===== src/include/awtsc_pkg.sv =====
// Purpose: Shared constants for the converter window, trigger and scan control.
// Assumes: 32-bit APB data, one aligned word per register, 8-bit byte address.
// Notes:   Offsets are byte addresses; field positions are bit indices.
package awtsc_pkg;
	// ==========================================================
	// Register map
	localparam logic [7:0] OFS_CONTROL = 8'h04;
	localparam logic [7:0] OFS_WIN_CTRL = 8'h08;
	localparam logic [7:0] OFS_SW_TRIG = 8'h0C;
	localparam logic [7:0] OFS_INPUT = 8'h10;
	localparam logic [7:0] OFS_WIN_LOWER = 8'h18;
	localparam logic [7:0] OFS_WIN_UPPER = 8'h1C;
	localparam logic [7:0] OFS_RESULT = 8'h20;
	localparam logic [7:0] OFS_STATUS = 8'h24;
	// ==========================================================
	// Field positions
	localparam int CTL_DIFF_BIT = 0;
	localparam int CTL_LEFT_BIT = 1;
	localparam int CTL_CONT_BIT = 2;
	localparam int CTL_WEO_BIT = 3;
	localparam int SWT_FLUSH_BIT = 0;
	localparam int SWT_START_BIT = 1;
	localparam int INP_POS_LSB = 0;
	localparam int INP_NEG_LSB = 8;
	localparam int INP_SCAN_LSB = 16;
	localparam int INP_OFFS_LSB = 20;
	localparam int INP_GAIN_LSB = 24;
	localparam int STAT_WINMON_BIT = 0;
	localparam int STAT_BUSY_BIT = 1;
	localparam int STAT_SYNC_BIT = 2;
	// ==========================================================
	// Reset values
	localparam logic [3:0] RST_CONTROL = 4'h0;
	localparam logic [2:0] RST_WIN_MODE = 3'h0;
	localparam logic [31:0] RST_INPUT = 32'h00000000;
	localparam logic [15:0] RST_THRESH = 16'h0000;
	// ==========================================================
	// Encodings and timing
	localparam logic [2:0] WIN_OFF = 3'h0;
	localparam logic [2:0] WIN_ABOVE_LOWER = 3'h1;
	localparam logic [2:0] WIN_BELOW_UPPER = 3'h2;
	localparam logic [2:0] WIN_INSIDE = 3'h3;
	localparam logic [2:0] WIN_OUTSIDE = 3'h4;
	localparam logic [3:0] GAIN_X16 = 4'h4;
	localparam logic [3:0] GAIN_HALF = 4'hF;
	localparam logic [3:0] GAIN_X1 = 4'h0;
	localparam logic [4:0] NEG_PIN_MAX = 5'h07;
	localparam logic [4:0] NEG_INT_GND = 5'h18;
	localparam logic [4:0] NEG_IO_GND = 5'h19;
	localparam int CONV_CLK_DIV = 4;
	localparam int RES_W = 12;

	// Reserved gain codes fall back to unity gain
	function automatic logic [3:0] legal_gain(input logic [3:0] code);
		legal_gain = (code <= GAIN_X16 || code == GAIN_HALF) ? code : GAIN_X1;
	endfunction

	// Reserved negative codes fall back to internal ground
	function automatic logic [4:0] legal_neg(input logic [4:0] code);
		legal_neg = (code <= NEG_PIN_MAX || code == NEG_IO_GND) ? code : NEG_INT_GND;
	endfunction
endpackage


===== src/include/awtsc_res_if.sv =====
// Purpose: Carries a finished conversion to the result stage and back.
// Assumes: Single clock domain, pclk.
// Notes:   done and hit are registered in the result stage.
`timescale 1ns/1ns
interface awtsc_res_if;
	logic valid;
	logic [11:0] data;
	logic left_align;
	logic [2:0] mode;
	logic [15:0] lower;
	logic [15:0] upper;
	logic [15:0] result;
	logic done;
	logic hit;
	modport src (output valid, data, left_align, mode, lower, upper,
		input result, done, hit);
	modport proc (input valid, data, left_align, mode, lower, upper,
		output result, done, hit);
endinterface


===== src/design/awtsc_result_proc.sv =====
// Purpose: Aligns each new conversion result and runs the window compare.
// Assumes: valid is a one-cycle pulse for a result that was not aborted.
// Notes:   Compare uses the unshifted value so alignment never moves the window.
`timescale 1ns/1ns
module awtsc_result_proc
	import awtsc_pkg::*;
(
	input wire logic pclk, // Peripheral clock
	input wire logic presetn, // Async reset, low
	input wire logic ce, // Clock enable
	awtsc_res_if.proc res // Result carrier
);
	logic [15:0] result_q;
	logic done_q;
	logic hit_q;
	logic [15:0] value;

	// ==========================================================
	// Window decision
	function automatic logic window_hit(input logic [2:0] mode, input logic [15:0] v,
		input logic [15:0] lo, input logic [15:0] up);
		unique case (mode)
			WIN_ABOVE_LOWER: window_hit = v > lo;
			WIN_BELOW_UPPER: window_hit = v < up;
			WIN_INSIDE: window_hit = (v > lo) && (v < up);
			WIN_OUTSIDE: window_hit = !((v > lo) && (v < up));
			default: window_hit = 1'b0; // Off and reserved modes
		endcase
	endfunction

	assign value = {4'h0, res.data};

	// Result capture, alignment and compare on every new result
	always_ff @(posedge pclk or negedge presetn) begin
		if (!presetn) begin
			result_q <= 16'h0000;
			done_q <= 1'b0;
			hit_q <= 1'b0;
		end else if (ce) begin
			done_q <= res.valid;
			if (res.valid) begin
				result_q <= res.left_align ? {res.data, 4'h0} : value;
				hit_q <= window_hit(res.mode, value, res.lower, res.upper);
			end
		end
	end

	assign res.result = result_q;
	assign res.done = done_q;
	assign res.hit = hit_q;
endmodule


===== src/design/awtsc_top.sv =====
// Purpose: Control for a converter: triggers, flush, scan, input select, window.
// Assumes: APB slave on pclk; analog core pulses conv_done with conv_data.
// Notes:   All outputs are flops; ce low freezes every state element.
`timescale 1ns/1ns
module awtsc_top
	import awtsc_pkg::*;
#(
	parameter int unsigned CLK_DIV = CONV_CLK_DIV
) (
	input wire logic pclk, // Peripheral clock
	input wire logic presetn, // Async reset, low
	input wire logic ce, // Clock enable, freezes all
	input wire logic psel, // APB select
	input wire logic penable, // APB enable
	input wire logic pwrite, // APB direction
	input wire logic [7:0] paddr, // APB byte address
	input wire logic [31:0] pwdata, // APB write data
	output logic [31:0] prdata, // APB read data
	output logic pready, // APB ready
	output logic pslverr, // APB error, unmapped
	output logic conv_clk, // Converter clock
	output logic conv_start, // Start pulse to core
	output logic conv_abort, // Abort pulse to core
	output logic [4:0] conv_pos_sel, // Positive input
	output logic [4:0] conv_neg_sel, // Negative input
	output logic conv_diff, // Differential mode
	output logic [3:0] conv_gain, // Gain stage code
	input wire logic conv_done, // Conversion finished
	input wire logic [11:0] conv_data, // Raw result
	output logic win_event // Window event pulse
);
	typedef enum logic [1:0] {
		ST_IDLE = 2'b00,
		ST_BUSY = 2'b01,
		ST_FLUSH = 2'b11
	} awtsc_state_type;

	awtsc_state_type state_q;
	logic [3:0] ctrl_q;
	logic [2:0] win_mode_q;
	logic [15:0] lower_q;
	logic [15:0] upper_q;
	logic [31:0] inp_q;
	logic start_q, flush_q, redo_q, winmon_q;
	logic [3:0] step_q, base_q;
	logic [31:0] div_q;
	logic pready_q, pslverr_q, conv_clk_q, conv_start_q, conv_abort_q;
	logic [31:0] prdata_q;
	logic [4:0] pos_q, neg_q;
	logic diff_q, win_event_q;
	logic [3:0] gain_q;
	logic [31:0] rd_word;
	logic rd_ok;
	logic wr_hit, wr_sw, wr_inp, wr_start, wr_flush, wr_stat;
	logic launch_go, done_ok, scan_on, scan_last;
	logic [3:0] offs, scan_cnt;
	logic [4:0] pos_sum;
	awtsc_res_if res ();

	// ==========================================================
	// Bus decode: a write lands only at the edge pready is seen high
	assign wr_hit = psel && penable && pready_q && pwrite;
	assign wr_sw = wr_hit && paddr == OFS_SW_TRIG;
	assign wr_inp = wr_hit && paddr == OFS_INPUT;
	assign wr_stat = wr_hit && paddr == OFS_STATUS;
	assign wr_start = wr_sw && pwdata[SWT_START_BIT];
	assign wr_flush = wr_sw && pwdata[SWT_FLUSH_BIT]; // Zero write ignored

	// Read mux; unmapped addresses read zero and flag an error
	always_comb begin
		rd_word = 32'h00000000;
		rd_ok = 1'b1;
		case (paddr)
			OFS_CONTROL: rd_word[3:0] = ctrl_q;
			OFS_WIN_CTRL: rd_word[2:0] = win_mode_q;
			OFS_SW_TRIG: rd_word[1:0] = {start_q, flush_q};
			OFS_INPUT: rd_word = inp_q;
			OFS_WIN_LOWER: rd_word[15:0] = lower_q;
			OFS_WIN_UPPER: rd_word[15:0] = upper_q;
			OFS_RESULT: rd_word[15:0] = res.result;
			OFS_STATUS: rd_word[2:0] = {flush_q | start_q, state_q != ST_IDLE, winmon_q};
			default: rd_ok = 1'b0;
		endcase
	end

	// One wait state: ready rises in the second access cycle
	always_ff @(posedge pclk or negedge presetn) begin
		if (!presetn) begin
			pready_q <= 1'b0;
			pslverr_q <= 1'b0;
			prdata_q <= 32'h00000000;
		end else if (ce) begin
			pready_q <= psel && penable && !pready_q;
			if (psel && penable && !pready_q) begin
				pslverr_q <= !rd_ok;
				prdata_q <= pwrite ? 32'h00000000 : rd_word;
			end
		end
	end

	// ==========================================================
	// Plain configuration registers
	always_ff @(posedge pclk or negedge presetn) begin
		if (!presetn) begin
			ctrl_q <= RST_CONTROL;
			win_mode_q <= RST_WIN_MODE;
			lower_q <= RST_THRESH;
			upper_q <= RST_THRESH;
		end else if (ce && wr_hit) begin
			if (paddr == OFS_CONTROL) ctrl_q <= pwdata[3:0];
			if (paddr == OFS_WIN_CTRL) win_mode_q <= pwdata[2:0]; // Reserved kept, inert
			if (paddr == OFS_WIN_LOWER) lower_q <= pwdata[15:0];
			if (paddr == OFS_WIN_UPPER) upper_q <= pwdata[15:0];
		end
	end

	// ==========================================================
	// Scan bookkeeping
	assign offs = inp_q[INP_OFFS_LSB +: 4];
	assign scan_cnt = inp_q[INP_SCAN_LSB +: 4];
	assign scan_on = scan_cnt != 4'h0;
	assign scan_last = step_q == scan_cnt; // count plus one steps
	assign pos_sum = inp_q[INP_POS_LSB +: 5] + {1'b0, offs};
	assign done_ok = state_q == ST_BUSY && conv_done && !flush_q;
	assign launch_go = state_q == ST_IDLE && !flush_q && (start_q || redo_q);

	// Input control; the offset walks during a scan and wraps to its start
	always_ff @(posedge pclk or negedge presetn) begin
		if (!presetn) begin
			inp_q <= RST_INPUT;
			step_q <= 4'h0;
			base_q <= 4'h0;
		end else if (ce) begin
			if (wr_inp) begin
				inp_q <= pwdata & 32'h0FFF1F1F; // Unused bits read zero
				step_q <= 4'h0;
			end else if (done_ok && scan_on) begin
				if (scan_last) begin
					inp_q[INP_OFFS_LSB +: 4] <= base_q;
					step_q <= 4'h0;
				end else begin
					inp_q[INP_OFFS_LSB +: 4] <= offs + 4'h1;
					step_q <= step_q + 4'h1;
				end
			end
			if (launch_go && step_q == 4'h0) base_q <= offs;
		end
	end

	// ==========================================================
	// Trigger bits; a start rewrite while set is dropped, a flush set wins
	always_ff @(posedge pclk or negedge presetn) begin
		if (!presetn) begin
			start_q <= 1'b0;
			flush_q <= 1'b0;
		end else if (ce) begin
			if (wr_start && !start_q) start_q <= 1'b1; // Set: no second request
			else if (launch_go) start_q <= 1'b0;
			if (wr_flush) flush_q <= 1'b1;
			else if (state_q == ST_FLUSH) flush_q <= 1'b0;
		end
	end

	// Conversion sequencer
	always_ff @(posedge pclk or negedge presetn) begin
		if (!presetn) begin
			state_q <= ST_IDLE;
			redo_q <= 1'b0;
		end else if (ce) begin
			unique case (state_q)
				ST_IDLE: begin
					if (flush_q) state_q <= ST_FLUSH;
					else if (launch_go) begin
						state_q <= ST_BUSY;
						redo_q <= 1'b0;
					end
				end
				ST_BUSY: begin
					if (flush_q) begin
						state_q <= ST_FLUSH;
						redo_q <= 1'b1; // Aborted work resumes
					end else if (conv_done) begin
						state_q <= ST_IDLE;
						redo_q <= ctrl_q[CTL_CONT_BIT];
					end
				end
				ST_FLUSH: state_q <= ST_IDLE; // Pending start relaunches
				default: state_q <= ST_IDLE;
			endcase
		end
	end

	// ==========================================================
	// Converter clock divider, restarted by a flush
	always_ff @(posedge pclk or negedge presetn) begin
		if (!presetn) begin
			div_q <= 32'h00000000;
			conv_clk_q <= 1'b0;
		end else if (ce) begin
			if (flush_q) begin
				div_q <= 32'h00000000;
				conv_clk_q <= 1'b0;
			end else if (div_q == 32'(CLK_DIV / 2 - 1)) begin
				div_q <= 32'h00000000;
				conv_clk_q <= !conv_clk_q;
			end else begin
				div_q <= div_q + 32'h00000001;
			end
		end
	end

	// Start and abort registered every cycle; input, diff and gain selects latched at launch so a mid-conversion write cannot glitch them
	always_ff @(posedge pclk or negedge presetn) begin
		if (!presetn) begin
			conv_start_q <= 1'b0;
			conv_abort_q <= 1'b0;
			pos_q <= 5'h00;
			neg_q <= 5'h00;
			diff_q <= 1'b0;
			gain_q <= 4'h0;
		end else if (ce) begin
			conv_start_q <= launch_go;
			conv_abort_q <= state_q != ST_FLUSH && flush_q;
			if (launch_go) begin
				pos_q <= pos_sum;
				neg_q <= legal_neg(inp_q[INP_NEG_LSB +: 5]);
				diff_q <= ctrl_q[CTL_DIFF_BIT];
				gain_q <= legal_gain(inp_q[INP_GAIN_LSB +: 4]);
			end
		end
	end

	// ==========================================================
	// Result stage and window outcome
	assign res.valid = done_ok && ce; // Aborted results never reach here
	assign res.data = conv_data;
	assign res.left_align = ctrl_q[CTL_LEFT_BIT];
	assign res.mode = win_mode_q;
	assign res.lower = lower_q;
	assign res.upper = upper_q;

	awtsc_result_proc u_proc (
		.pclk(pclk),
		.presetn(presetn),
		.ce(ce),
		.res(res)
	);

	// Sticky monitor flag, write one to clear, set wins
	always_ff @(posedge pclk or negedge presetn) begin
		if (!presetn) begin
			winmon_q <= 1'b0;
			win_event_q <= 1'b0;
		end else if (ce) begin
			if (res.done && res.hit) winmon_q <= 1'b1;
			else if (wr_stat && pwdata[STAT_WINMON_BIT]) winmon_q <= 1'b0;
			win_event_q <= res.done && res.hit && ctrl_q[CTL_WEO_BIT];
		end
	end

	assign prdata = prdata_q;
	assign pready = pready_q;
	assign pslverr = pslverr_q;
	assign conv_clk = conv_clk_q;
	assign conv_start = conv_start_q;
	assign conv_abort = conv_abort_q;
	assign conv_pos_sel = pos_q;
	assign conv_neg_sel = neg_q;
	assign conv_diff = diff_q;
	assign conv_gain = gain_q;
	assign win_event = win_event_q;
endmodule


===== config.mk =====
export PLATFORM = sky130hd
export DESIGN_NAME = awtsc_top
export DESIGN_NICKNAME = d
export VERILOG_FILES = /design/src/include/awtsc_pkg.sv /design/src/include/awtsc_res_if.sv /design/src/design/awtsc_result_proc.sv /design/src/design/awtsc_top.sv
export SDC_FILE = /design/constraint.sdc
export NUM_CORES = 1
export LEC_CHECK = 0
export BUFFER_PORTS_ARGS = -buffer_cell sky130_fd_sc_hd__buf_2
export CAP_MARGIN = 0
export CELL_PAD_IN_SITES_DETAIL_PLACEMENT = 1
export CELL_PAD_IN_SITES_GLOBAL_PLACEMENT = 2
export CORE_MARGIN = 2
export CORE_UTILIZATION = 35
export CTS_BUF_LIST = sky130_fd_sc_hd__clkbuf_4
export CTS_CLUSTER_DIAMETER = 80
export DETAILED_ROUTE_END_ITERATION = 8
export PLACE_DENSITY_LB_ADDON = 0.12
export SLEW_MARGIN = 20
export SYNTH_ARGS = -nofsm -noshare
export SYNTH_HDL_FRONTEND = slang
export SYNTH_SLANG_ARGS = --single-unit

===== constraint.sdc =====
create_clock -name pclk -period 2 [get_ports pclk]
set_clock_uncertainty 0.05 [all_clocks]
set_input_delay 0.1 -clock pclk [delete_from_list [all_inputs] [get_ports pclk]]
set_output_delay 0.1 -clock pclk [all_outputs]
set_load 0.03 [all_outputs]

### After elaboration in Yosys (flattened, before gate mapping)

Cells that the tools add are included.

* register bits after elaboration: 178
* latch bits: 0
* RAM bits: 0
* ROM bits: 0
* input bits: 59
* output and inout port bits: 53
* logic and storage cells: 155
* memories: 0

* add/subtract/negate cells: 4
* multipliers: 0
* divide/modulo/power cells: 0
* magnitude comparators: 4
* equality and inequality tests: 23
* shift operators: 0
* mux-type cells: 36
* bitwise operators: 1
* reductions and logical operators: 59

Operators by type and width (number)
* $mux 32: 3
* $pmux 12 s4: 1
* $add 32x1->32 const B: 1
* $eq 32x1->1 const B: 1
* $mux 4: 7
* $reduce_and 2->1: 14
* $eq 8x5->1 const B: 3
* $logic_and 1x1->1: 23
* $eq 8x4->1 const B: 2
* $eq 8x6->1 const B: 2
* $gt 12x16->1: 1
* $lt 12x16->1: 1
* $mux 16: 1
* $pmux 2 s8: 1
* $reduce_bool 2->1: 7
* $mux 1: 12
* $mux 12: 1
* $add 4x1->4 const B: 2
* $eq 8x3->1 const B: 1
* $mux 2: 4
* $reduce_or 8->1: 1
* $pmux 1 s7: 1
* $eq 3x2->1 const B: 2
* $logic_not 1->1: 6
* other kinds (24): 29

### Longest topological paths before layout

Gate-level depths: netlist (run 1).

* depth in word-level cells: 8
* mapped depth: 9
* mapped depth without buffers: 8

### Cells and area by module

Synthesis (run 1) repeated with hierarchy kept, for this count alone.

* cells, all modules: 840
* area total of the unflattened synthesis: 8911.0 um^2

By module, submodules not included
* awtsc_top: instances 1, cells an instance 671, area an instance 7482.2 um^2, sequential area each 3903.7 um^2
* awtsc_result_proc: instances 1, cells an instance 169, area an instance 1428.9 um^2, sequential area each 450.4 um^2

### Least setup slack after synthesis (run 1)

Ideal clock, no wire load.

* kind: reg2reg
* start point: register lower_q[11]
* end point: register u_proc.hit_q, in the netlist u_proc.res.hit
* library setup time: 122 ps
* arrival: 1913 ps
* data required time: 1828 ps
* slack: -85 ps
* stages on the path, launching flop included: 9
* buffers on the path: 0
* clock period less this slack: 2085 ps
* path through: dfrtp_1 > inv_1 > ha_1 > nand4_1 > or2_0 > a21oi_1 > nor3_1 > or4_1 > a32o_1

* word-level cells in the longest chain between the ends: 4

RTL lines
* start, declared: RTL line awtsc_top.sv:41 `logic [15:0] lower_q;`
* start signal, assigned: RTL line awtsc_top.sv:112 `if (paddr == OFS_WIN_LOWER) lower_q <= pwdata[15:0];`
* $gt 12x16->1 *: RTL line awtsc_result_proc.sv:23, awtsc_result_proc.sv:25, awtsc_result_proc.sv:26
* $logic_and 1x1->1: RTL line awtsc_result_proc.sv:25, awtsc_result_proc.sv:26
* $logic_not 1->1: RTL line awtsc_result_proc.sv:26 `WIN_OUTSIDE: window_hit = !((v > lo) && (v < up));`
* $pmux 1 s4 *: RTL line awtsc_result_proc.sv:22 `unique case (mode)`
* end signal, assigned: RTL line awtsc_result_proc.sv:43 `hit_q <= window_hit(res.mode, value, res.lower, res.upper);`
* end, declared: RTL line awtsc_result_proc.sv:15 `logic hit_q;`

Mark *: on every way between the ends. The rest lies on a longest branch, timed or not.
A chain may end at the register's enable or synchronous reset.

### Worst setup path in the final report (run 1)

* start point: register lower_q[7]
* end point: register u_proc.hit_q, in the netlist u_proc.res.hit

Same word-level chain as after synthesis.

==> impl_metrics.py, run 1 <==
metrics = {
    "critical_path": {
        "cp-start-kind": "register",
        "r2r_setup_slack_ns": -0.08,
        "r2r-end": "u_proc.res.hit",
        "critPathSlowestCell": "or4_1",
        "reg2reg_from": "lower_q[7]",
        "crit_buf_inv": 1,
        "crit_type": "reg2reg",
        "worstPathMaxFanout": 2,
        "end_kind": "register",
        "crit_arrival_ns": 2.51,
        "cp_top_family": "simple AND/OR/NAND/NOR gates",
        "worstSetupStartpoint": "lower_q[7]",
        "worstPathCellList": "inv_2 -> ha_4 -> nand4_1 -> or2_1 -> a21oi_2 -> nor3_1 -> or4_1 -> a32o_1",
        "worst_path_largest_cell_delay_ns": 0.41,
        "cp_num_cells": 8,
        "required_ns": 2.43,
        "setup.worst_path.end": "u_proc.res.hit",
        "r2r_cells": 8,
    },
    "synth": {
        "synth.avg_cell_area_um2": 10.0,
        "synth_seq_area_share_pct": 49.5,
        "netlist_area_um2": 8800,
        "ys_seq_elements": 174,
        "synth_warnings": 0,
        "synthArstFlopShare_pct": 100,
        "synth_cell_types": 64,
        "synth_edf_count": 0,
        "yosys_most_used_dff": "dfrtp_1",
        "synthCells": 879,
    },
    "timing": {
        "finalCriticalPeriod_ns": 2.08,
        "fin_crit_sh_pct": 104,
        "worst_slew_pin_slew_ns": 0.601,
        "hold_viol": 0,
        "slew_headroom_pct": 59.9,
        "fmax_mhz": 481,
        "drv_slew": 0,
        "rsz0062_at_grt": "true",
        "setup_viol": 1,
        "fin_ws_ns": -0.0797,
    },
    "floorplanning": {
        "boundaryPins": 112,
        "die_h_um": 163,
        "die_w_um": 163,
        "fp.dieArea_um2": 26400,
        "core_um2": 25000,
        "rows": 58,
        "start_util_pct": 35.2,
    },
    "finish": {
        "seq_area_um2": 4360,
        "layout-drive-gt1-share_pct": 27.5,
        "area_growth_pct": 28.5,
        "final_net_count": 1204,
        "final_area_um2": 11300,
        "multi_input_area_um2": 4230,
        "n_fill_cell": 2863,
        "final_cells": 1456,
    },
    "route": {
        "wirelength_um": 27000,
        "ant_nets": 0,
        "wire_per_inst_um": 18.5,
        "drt_iter0_drc": 406,
        "first_pass_iters": 6,
        "route.detailed.drc": 0,
        "via_count": 7409,
        "viasPerCell": 5.09,
    },
    "clocking": {
        "cts-buffers-inserted": 17,
        "cts_tree": "yes",
        "clk_pin_slew_ns": 0.18,
        "cts_max_path_buffers": 2,
        "clockRootBuffer": "clkbuf_4",
        "clock_sinks": 174,
        "insertion_delay_ns": 0.59,
        "htreeDepth": 4,
    },
    "placed_design": {
        "dp_slack_ns": -0.150,
        "gp_congestion": 0.816,
        "io_buffers": 103,
        "place_area_um2": 10300,
        "placedCellCount": 1363,
        "hpwlAfterDp_um": 19700,
    },
    "power_and_ir_drop": {
        "p_leak_nw": 5.48,
        "fin_total_pwr_mw": 6.69,
        "ir_worst_vdd_v": 0.000421,
        "p_per_area_nw_per_um2": 592,
    },
    "global_route": {
        "grt_max_degree": 58,
        "grt_pass1_vias": 8001,
        "grt_use_total_pct": 21.6,
        "grt_first_pass_wirelength_um": 44300,
        "antenna_found_initial": 1,
        "grt_overflow": 0,
    },
    "flow_run": {
        "drv_cap": 0,
    },
    "hold_path": {
        "hold_depth": 4,
        "hp-start": "paddr[2]",
        "holdCritPathClass": "in2reg",
    },
    "run_status": {
        "violations": "negative setup slack",
        "status": "finished, violations left",
    },
}
cells in the mapped netlist (all sizes together), types with 4 or more instances:
| master | number | area, um^2 |
|---|---|---|
| a211oi | 5 | 37.5 |
| a21oi | 25 | 129 |
| a221oi | 8 | 70.1 |
| a222oi | 6 | 60.1 |
| a22o | 19 | 166 |
| a22oi | 4 | 30.0 |
| and3 | 17 | 106 |
| and4 | 5 | 43.8 |
| buf | 22 | 164 |
| clkbuf | 21 | 78.8 |
| dfrtp | 174 | 4350 |
| ha | 32 | 400 |
| inv | 41 | 154 |
| mux2 | 38 | 454 |
| mux2i | 13 | 130 |
| nand2 | 127 | 484 |
| nand2b | 7 | 43.8 |
| nand3 | 28 | 140 |
| nand3b | 4 | 30.0 |
| nand4 | 21 | 131 |
| nor2 | 64 | 243 |
| nor3 | 14 | 114 |
| nor4 | 10 | 92.6 |
| o21ai | 92 | 464 |
| o31ai | 5 | 37.5 |
| or2 | 4 | 25.0 |
| or4 | 4 | 33.8 |
| xnor2 | 12 | 105 |
| xor2 | 24 | 210 |
sequential cells by signal, summed over array words and instances, names as in the netlist, 3 cells and up:
register	count
base_q	4
step_q	4
conv_neg_sel	5
inp_q	22
ctrl_q	4
lower_q	16
div_q	32
u_proc.res.result	16
res.upper	16
conv_gain	4
res.mode	3
conv_pos_sel	5
prdata	28
how the worst min path moves through the flow:
| stage | end | slack (ns) |
|---|---|---|
| CTS | prdata[2] | 0.005 |
| global route | flush_q | 0.03 |
| floorplan | base_q[0] | -0.25 |
| global placement | div_q[22] | -0.08 |
| finish | flush_q | 0.05 |
| detailed placement | div_q[20] | -0.08 |
repair_timing:
action,4_1_cts,5_1_grt
pin swaps,7,4
setup endpoints to repair,22,49
buffers inserted,6,3
hold endpoints to repair,264,0
gates resized for setup,20,12
hold buffers,52,0
logic make-up (layout without fill, tap and decap cells):
| kind of cell | Yosys count | after routing | share of synthesized area [%] |
|---|---|---|---|
| flip-flops | 174 | 174 | 49.5 |
| buffers and inverters | 84 | 327 | 4.51 |
| multiplexers | 51 | 51 | 6.64 |
| other | 1 | 5 | 0.0426 |
| adder cells (fa/ha/maj) | 33 | 33 | 4.78 |
| AO/OA/AOI/OAI | 183 | 183 | 13.0 |
| XOR/XNOR | 36 | 36 | 3.58 |
| AND/OR/NAND/NOR | 317 | 317 | 17.9 |
per-layer routing:
metal / routed length [um] / track usage [%]
met4: 378 / 5.19
met1: 12900 / 30.1
met3: 647 / 2.78
met5: 0 / 0
met2: 13100 / 35.9
cell usage in the layout, fill, tap and decap left out, types with 21 or more instances in the layout:
cell type,n
a21oi_1,21
buf_2,102
buf_4,91
dfrtp_1,173
dlygate4sd3_1,51
ha_1,23
inv_1,36
mux2_2,31
nand2_1,125
nand3_1,27
nand4_1,21
nor2_1,63
o21ai_0,74
xor2_1,24
cell type report:
cell class                      count  share of cell area, %
Tap cell                          330                   3.65
Multi-Input combinational cell    624                   37.4
Sequential cell                   174                   38.5
Antenna cell                        1                 0.0221
Clock buffer                       18                   1.19
Timing Repair Buffer              254                   16.6
Inverter                           41                   1.36
Clock inverter                     14                   1.19
per-stage QoR:
step	TNS [ns]	util, %	hold slack (ns)
CTS	-0.0594	45.0	0.00542
finish	-0.0797	45.3	0.0467
global placement	-0.105	41.2	-0.0810
floorplan	-0.00857	-	-0.246
detailed placement	-0.346	41.2	-0.0807
global route	-0.202	45.3	0.0254
worst min-delay path, stage by stage:
cell and delay (ns):
buf_2 0.20, buf_4 0.20, nand4_1 0.09, nand2_1 0.05
power breakdown:
group	internal, mW	switching (mW)	total (mW)
registers	3.61	0.0572	3.66
clock network	0.663	1.40	2.06
logic	0.410	0.555	0.965
total	4.68	2.01	6.69
Power figures use the tool's default switching activity.
==> run 2, diff against run 1 <==
--- a/config.mk
+++ b/config.mk
@@ -10,7 +10,7 @@
 export CELL_PAD_IN_SITES_DETAIL_PLACEMENT = 1
 export CELL_PAD_IN_SITES_GLOBAL_PLACEMENT = 2
 export CORE_MARGIN = 2
-export CORE_UTILIZATION = 35
+export CORE_UTILIZATION = 40
 export CTS_BUF_LIST = sky130_fd_sc_hd__clkbuf_4
 export CTS_CLUSTER_DIAMETER = 80
 export DETAILED_ROUTE_END_ITERATION = 8
==> constraint.sdc (replaced) <==
create_clock -name pclk -period 2.7 [get_ports pclk]
set_clock_uncertainty 0.05 [all_clocks]
set_input_delay 0.135 -clock pclk [delete_from_list [all_inputs] [get_ports pclk]]
set_output_delay 0.135 -clock pclk [all_outputs]
set_load 0.03 [all_outputs]
==> run 2 against run 1 <==
Compared with the run above:
- the flow now finishes without violations
- first-iteration DRC count is 17% lower
- maximum frequency down 11%
- via count shrank 2.7%
- critical path depth did not move
- largest cell class unchanged
- global-route usage rose by 1.4 points
- non-clock buffer count fell by 79
- design area decreased by 7.6%
- worst hold slack better by 0.012 ns
- utilization increased by 2.9 points
- highest routed layer unchanged
==> impl_metrics.py, run 2 (synthesis gave the netlist of run 1 again) <==
metrics = {
    "clocking": {
        "cts.repair.resized": 0,
        "clockRootBuffer": "clkbuf_4",
        "cts_tree": "yes",
        "htreeDepth": 4,
        "cts_max_path_buffers": 2,
        "insertion_delay_ns": 0.59,
        "cts-buffers-inserted": 17,
        "clk_pin_slew_ns": 0.17,
        "clock_sinks": 174,
    },
    "critical_path": {
        "r2r_cells": 8,
        "setup.worst_path.end": "u_proc.res.hit",
        "cp_num_cells": 8,
        "r2r-end": "u_proc.res.hit",
        "worstPathMaxFanout": 3,
        "r2r_setup_slack_ns": 0.36,
        "cp_top_family": "simple AND/OR/NAND/NOR gates",
        "worstSetupStartpoint": "lower_q[11]",
        "crit_type": "reg2reg",
        "required_ns": 3.12,
        "end_kind": "register",
        "reg2reg_from": "lower_q[11]",
        "cp-start-kind": "register",
        "critPathSlowestCell": "or4_1",
        "worstPathCellList": "inv_1 -> ha_1 -> nand4_1 -> or2_0 -> a21oi_1 -> nor3_1 -> or4_1 -> a32o_1",
        "crit_buf_inv": 1,
        "crit_arrival_ns": 2.75,
        "worst_path_largest_cell_delay_ns": 0.54,
    },
    "floorplanning": {
        "fp.dieArea_um2": 23200,
        "die_w_um": 152,
        "start_util_pct": 40.6,
        "boundaryPins": 112,
        "rows": 54,
        "core_um2": 21700,
        "die_h_um": 152,
    },
    "global_route": {
        "grt_busiest_layer": "met2",
        "grt_max_degree": 62,
        "grt_use_total_pct": 23.0,
        "use_met3_pct": 3.33,
        "grt_first_pass_wirelength_um": 42300,
        "antenna_found_initial": 1,
        "grt_use_met2_pct": 40.8,
        "grtUsageMet1_pct": 29.9,
        "grt_pass1_vias": 7696,
        "grt_overflow": 0,
    },
    "flow_run": {
        "drv_cap": 0,
    },
    "finish": {
        "layout-drive-gt1-share_pct": 20.0,
        "seq_area_um2": 4350,
        "n_fill_cell": 2452,
        "largest_reg_flops": 32,
        "final_net_count": 1125,
        "top_register": "div_q",
        "layout_commonest_cell": "dfrtp_1",
        "area_growth_pct": 18.8,
        "mostFrequentLayoutCells": "dfrtp_1, nand2_1, buf_2, o21ai_0, nor2_1",
        "multi_input_area_um2": 4060,
    },
    "power_and_ir_drop": {
        "p_clk_share_pct": 33.6,
        "p_leak_nw": 5.09,
        "ir_worst_vdd_v": 0.000189,
        "power_frac_comb_pct": 11.4,
        "p_per_area_nw_per_um2": 477,
        "p_int_mw": 3.56,
        "seq_power_share_pct": 55.0,
        "p_sw_share_pct": 28.6,
        "p_switching_mw": 1.42,
    },
    "route": {
        "via_count": 7212,
        "wire_per_inst_um": 19.4,
        "route.detailed.drc": 0,
        "drt_iter0_drc": 335,
        "ant_nets": 0,
        "viasPerCell": 5.43,
        "first_pass_iters": 5,
        "wirelength_um": 25800,
    },
    "timing": {
        "fin_crit_sh_pct": 86.5,
        "hold_viol": 0,
        "tns_ns": 0,
        "slew_headroom_pct": 49.9,
        "hold_ws_ns": 0.0583,
        "rsz0062_at_grt": "false",
        "finalCriticalPeriod_ns": 2.34,
        "worst_slew_pin_slew_ns": 0.750,
        "setup_viol": 0,
        "drv_slew": 0,
        "fmax_mhz": 428,
    },
    "placed_design": {
        "gp_congestion": 0.869,
        "io_buffers": 103,
        "hpwlAfterDp_um": 18700,
    },
    "run_status": {
        "status": "complete, no violations",
    },
    "hold_path": {
        "holdCritPathClass": "in2async",
    },
}
==> run 2: final cells by class <==
type | count | area share, %
flip-flops and latches | 174 | 41.7
repair buffers | 175 | 11.6
clock inverters | 14 | 1.72
well taps | 280 | 3.35
clock buffers | 18 | 1.29
multi-input cells | 624 | 38.9
inverters | 41 | 1.47
diodes | 1 | 0.0239
==> run 2: repair_timing <==
| item | 4_1_cts | 5_1_grt |
|---|---|---|
| hold endpoints to repair | 247 | 0 |
| setup buffers | 0 | 0 |
| hold buffers | 51 | 0 |
==> run 2: worst min-delay path by stage <==
stage	startpoint	end
after global placement	presetn	div_q[31]
final	presetn	prdata[5]
after detailed placement	presetn	div_q[3]
after CTS	presetn	prdata[5]
after global routing	presetn	prdata[5]
after floorplan	presetn	base_q[0]
==> run 2: worst reg2reg max path, cell delays in order, from the launching register on <==
cell,delay (ns)
dfrtp_1,0.38
inv_1,0.06
ha_1,0.31
nand4_1,0.12
or2_0,0.29
a21oi_1,0.18
nor3_1,0.06
or4_1,0.54
a32o_1,0.24
==> run 2: metrics by stage <==
stage / instance area, um^2 / utilization (%) / worst slack, ns / power, mW / std cells
2_1_floorplan: 8810 / - / 0.615 / 3.06 / 882
3_3_place_gp: 9620 / 44.4 / 0.447 / 3.28 / 1243
3_5_place_dp: 9620 / 44.4 / 0.219 / 3.31 / 1243
4_1_cts: 10400 / 48.2 / 0.350 / 5.06 / 1326
5_1_grt: 10500 / 48.2 / 0.147 / 5.25 / 1327
6_report: 10500 / 48.2 / 0.363 / 4.98 / 1327
==> run 2: routing by layer <==
layer  share of wire [%]  up-vias  routed length, um
met4                 1.1        0                289
met5                   0        -                  0
met1                  46     3687              11800
met3                 2.2       19                567
met2                  51       95              13100
li1                    -     3411                  -
==> run 2: power groups by stage <==
stage / combinational [mW] / sequential [mW] / clock (mW)
floorplan: 0.255 / 2.80 / 0
global placement: 0.498 / 2.78 / 0
detailed placement: 0.517 / 2.79 / 0
CTS: 0.574 / 2.74 / 1.75
global route: 0.639 / 2.75 / 1.86
finish: 0.569 / 2.74 / 1.67
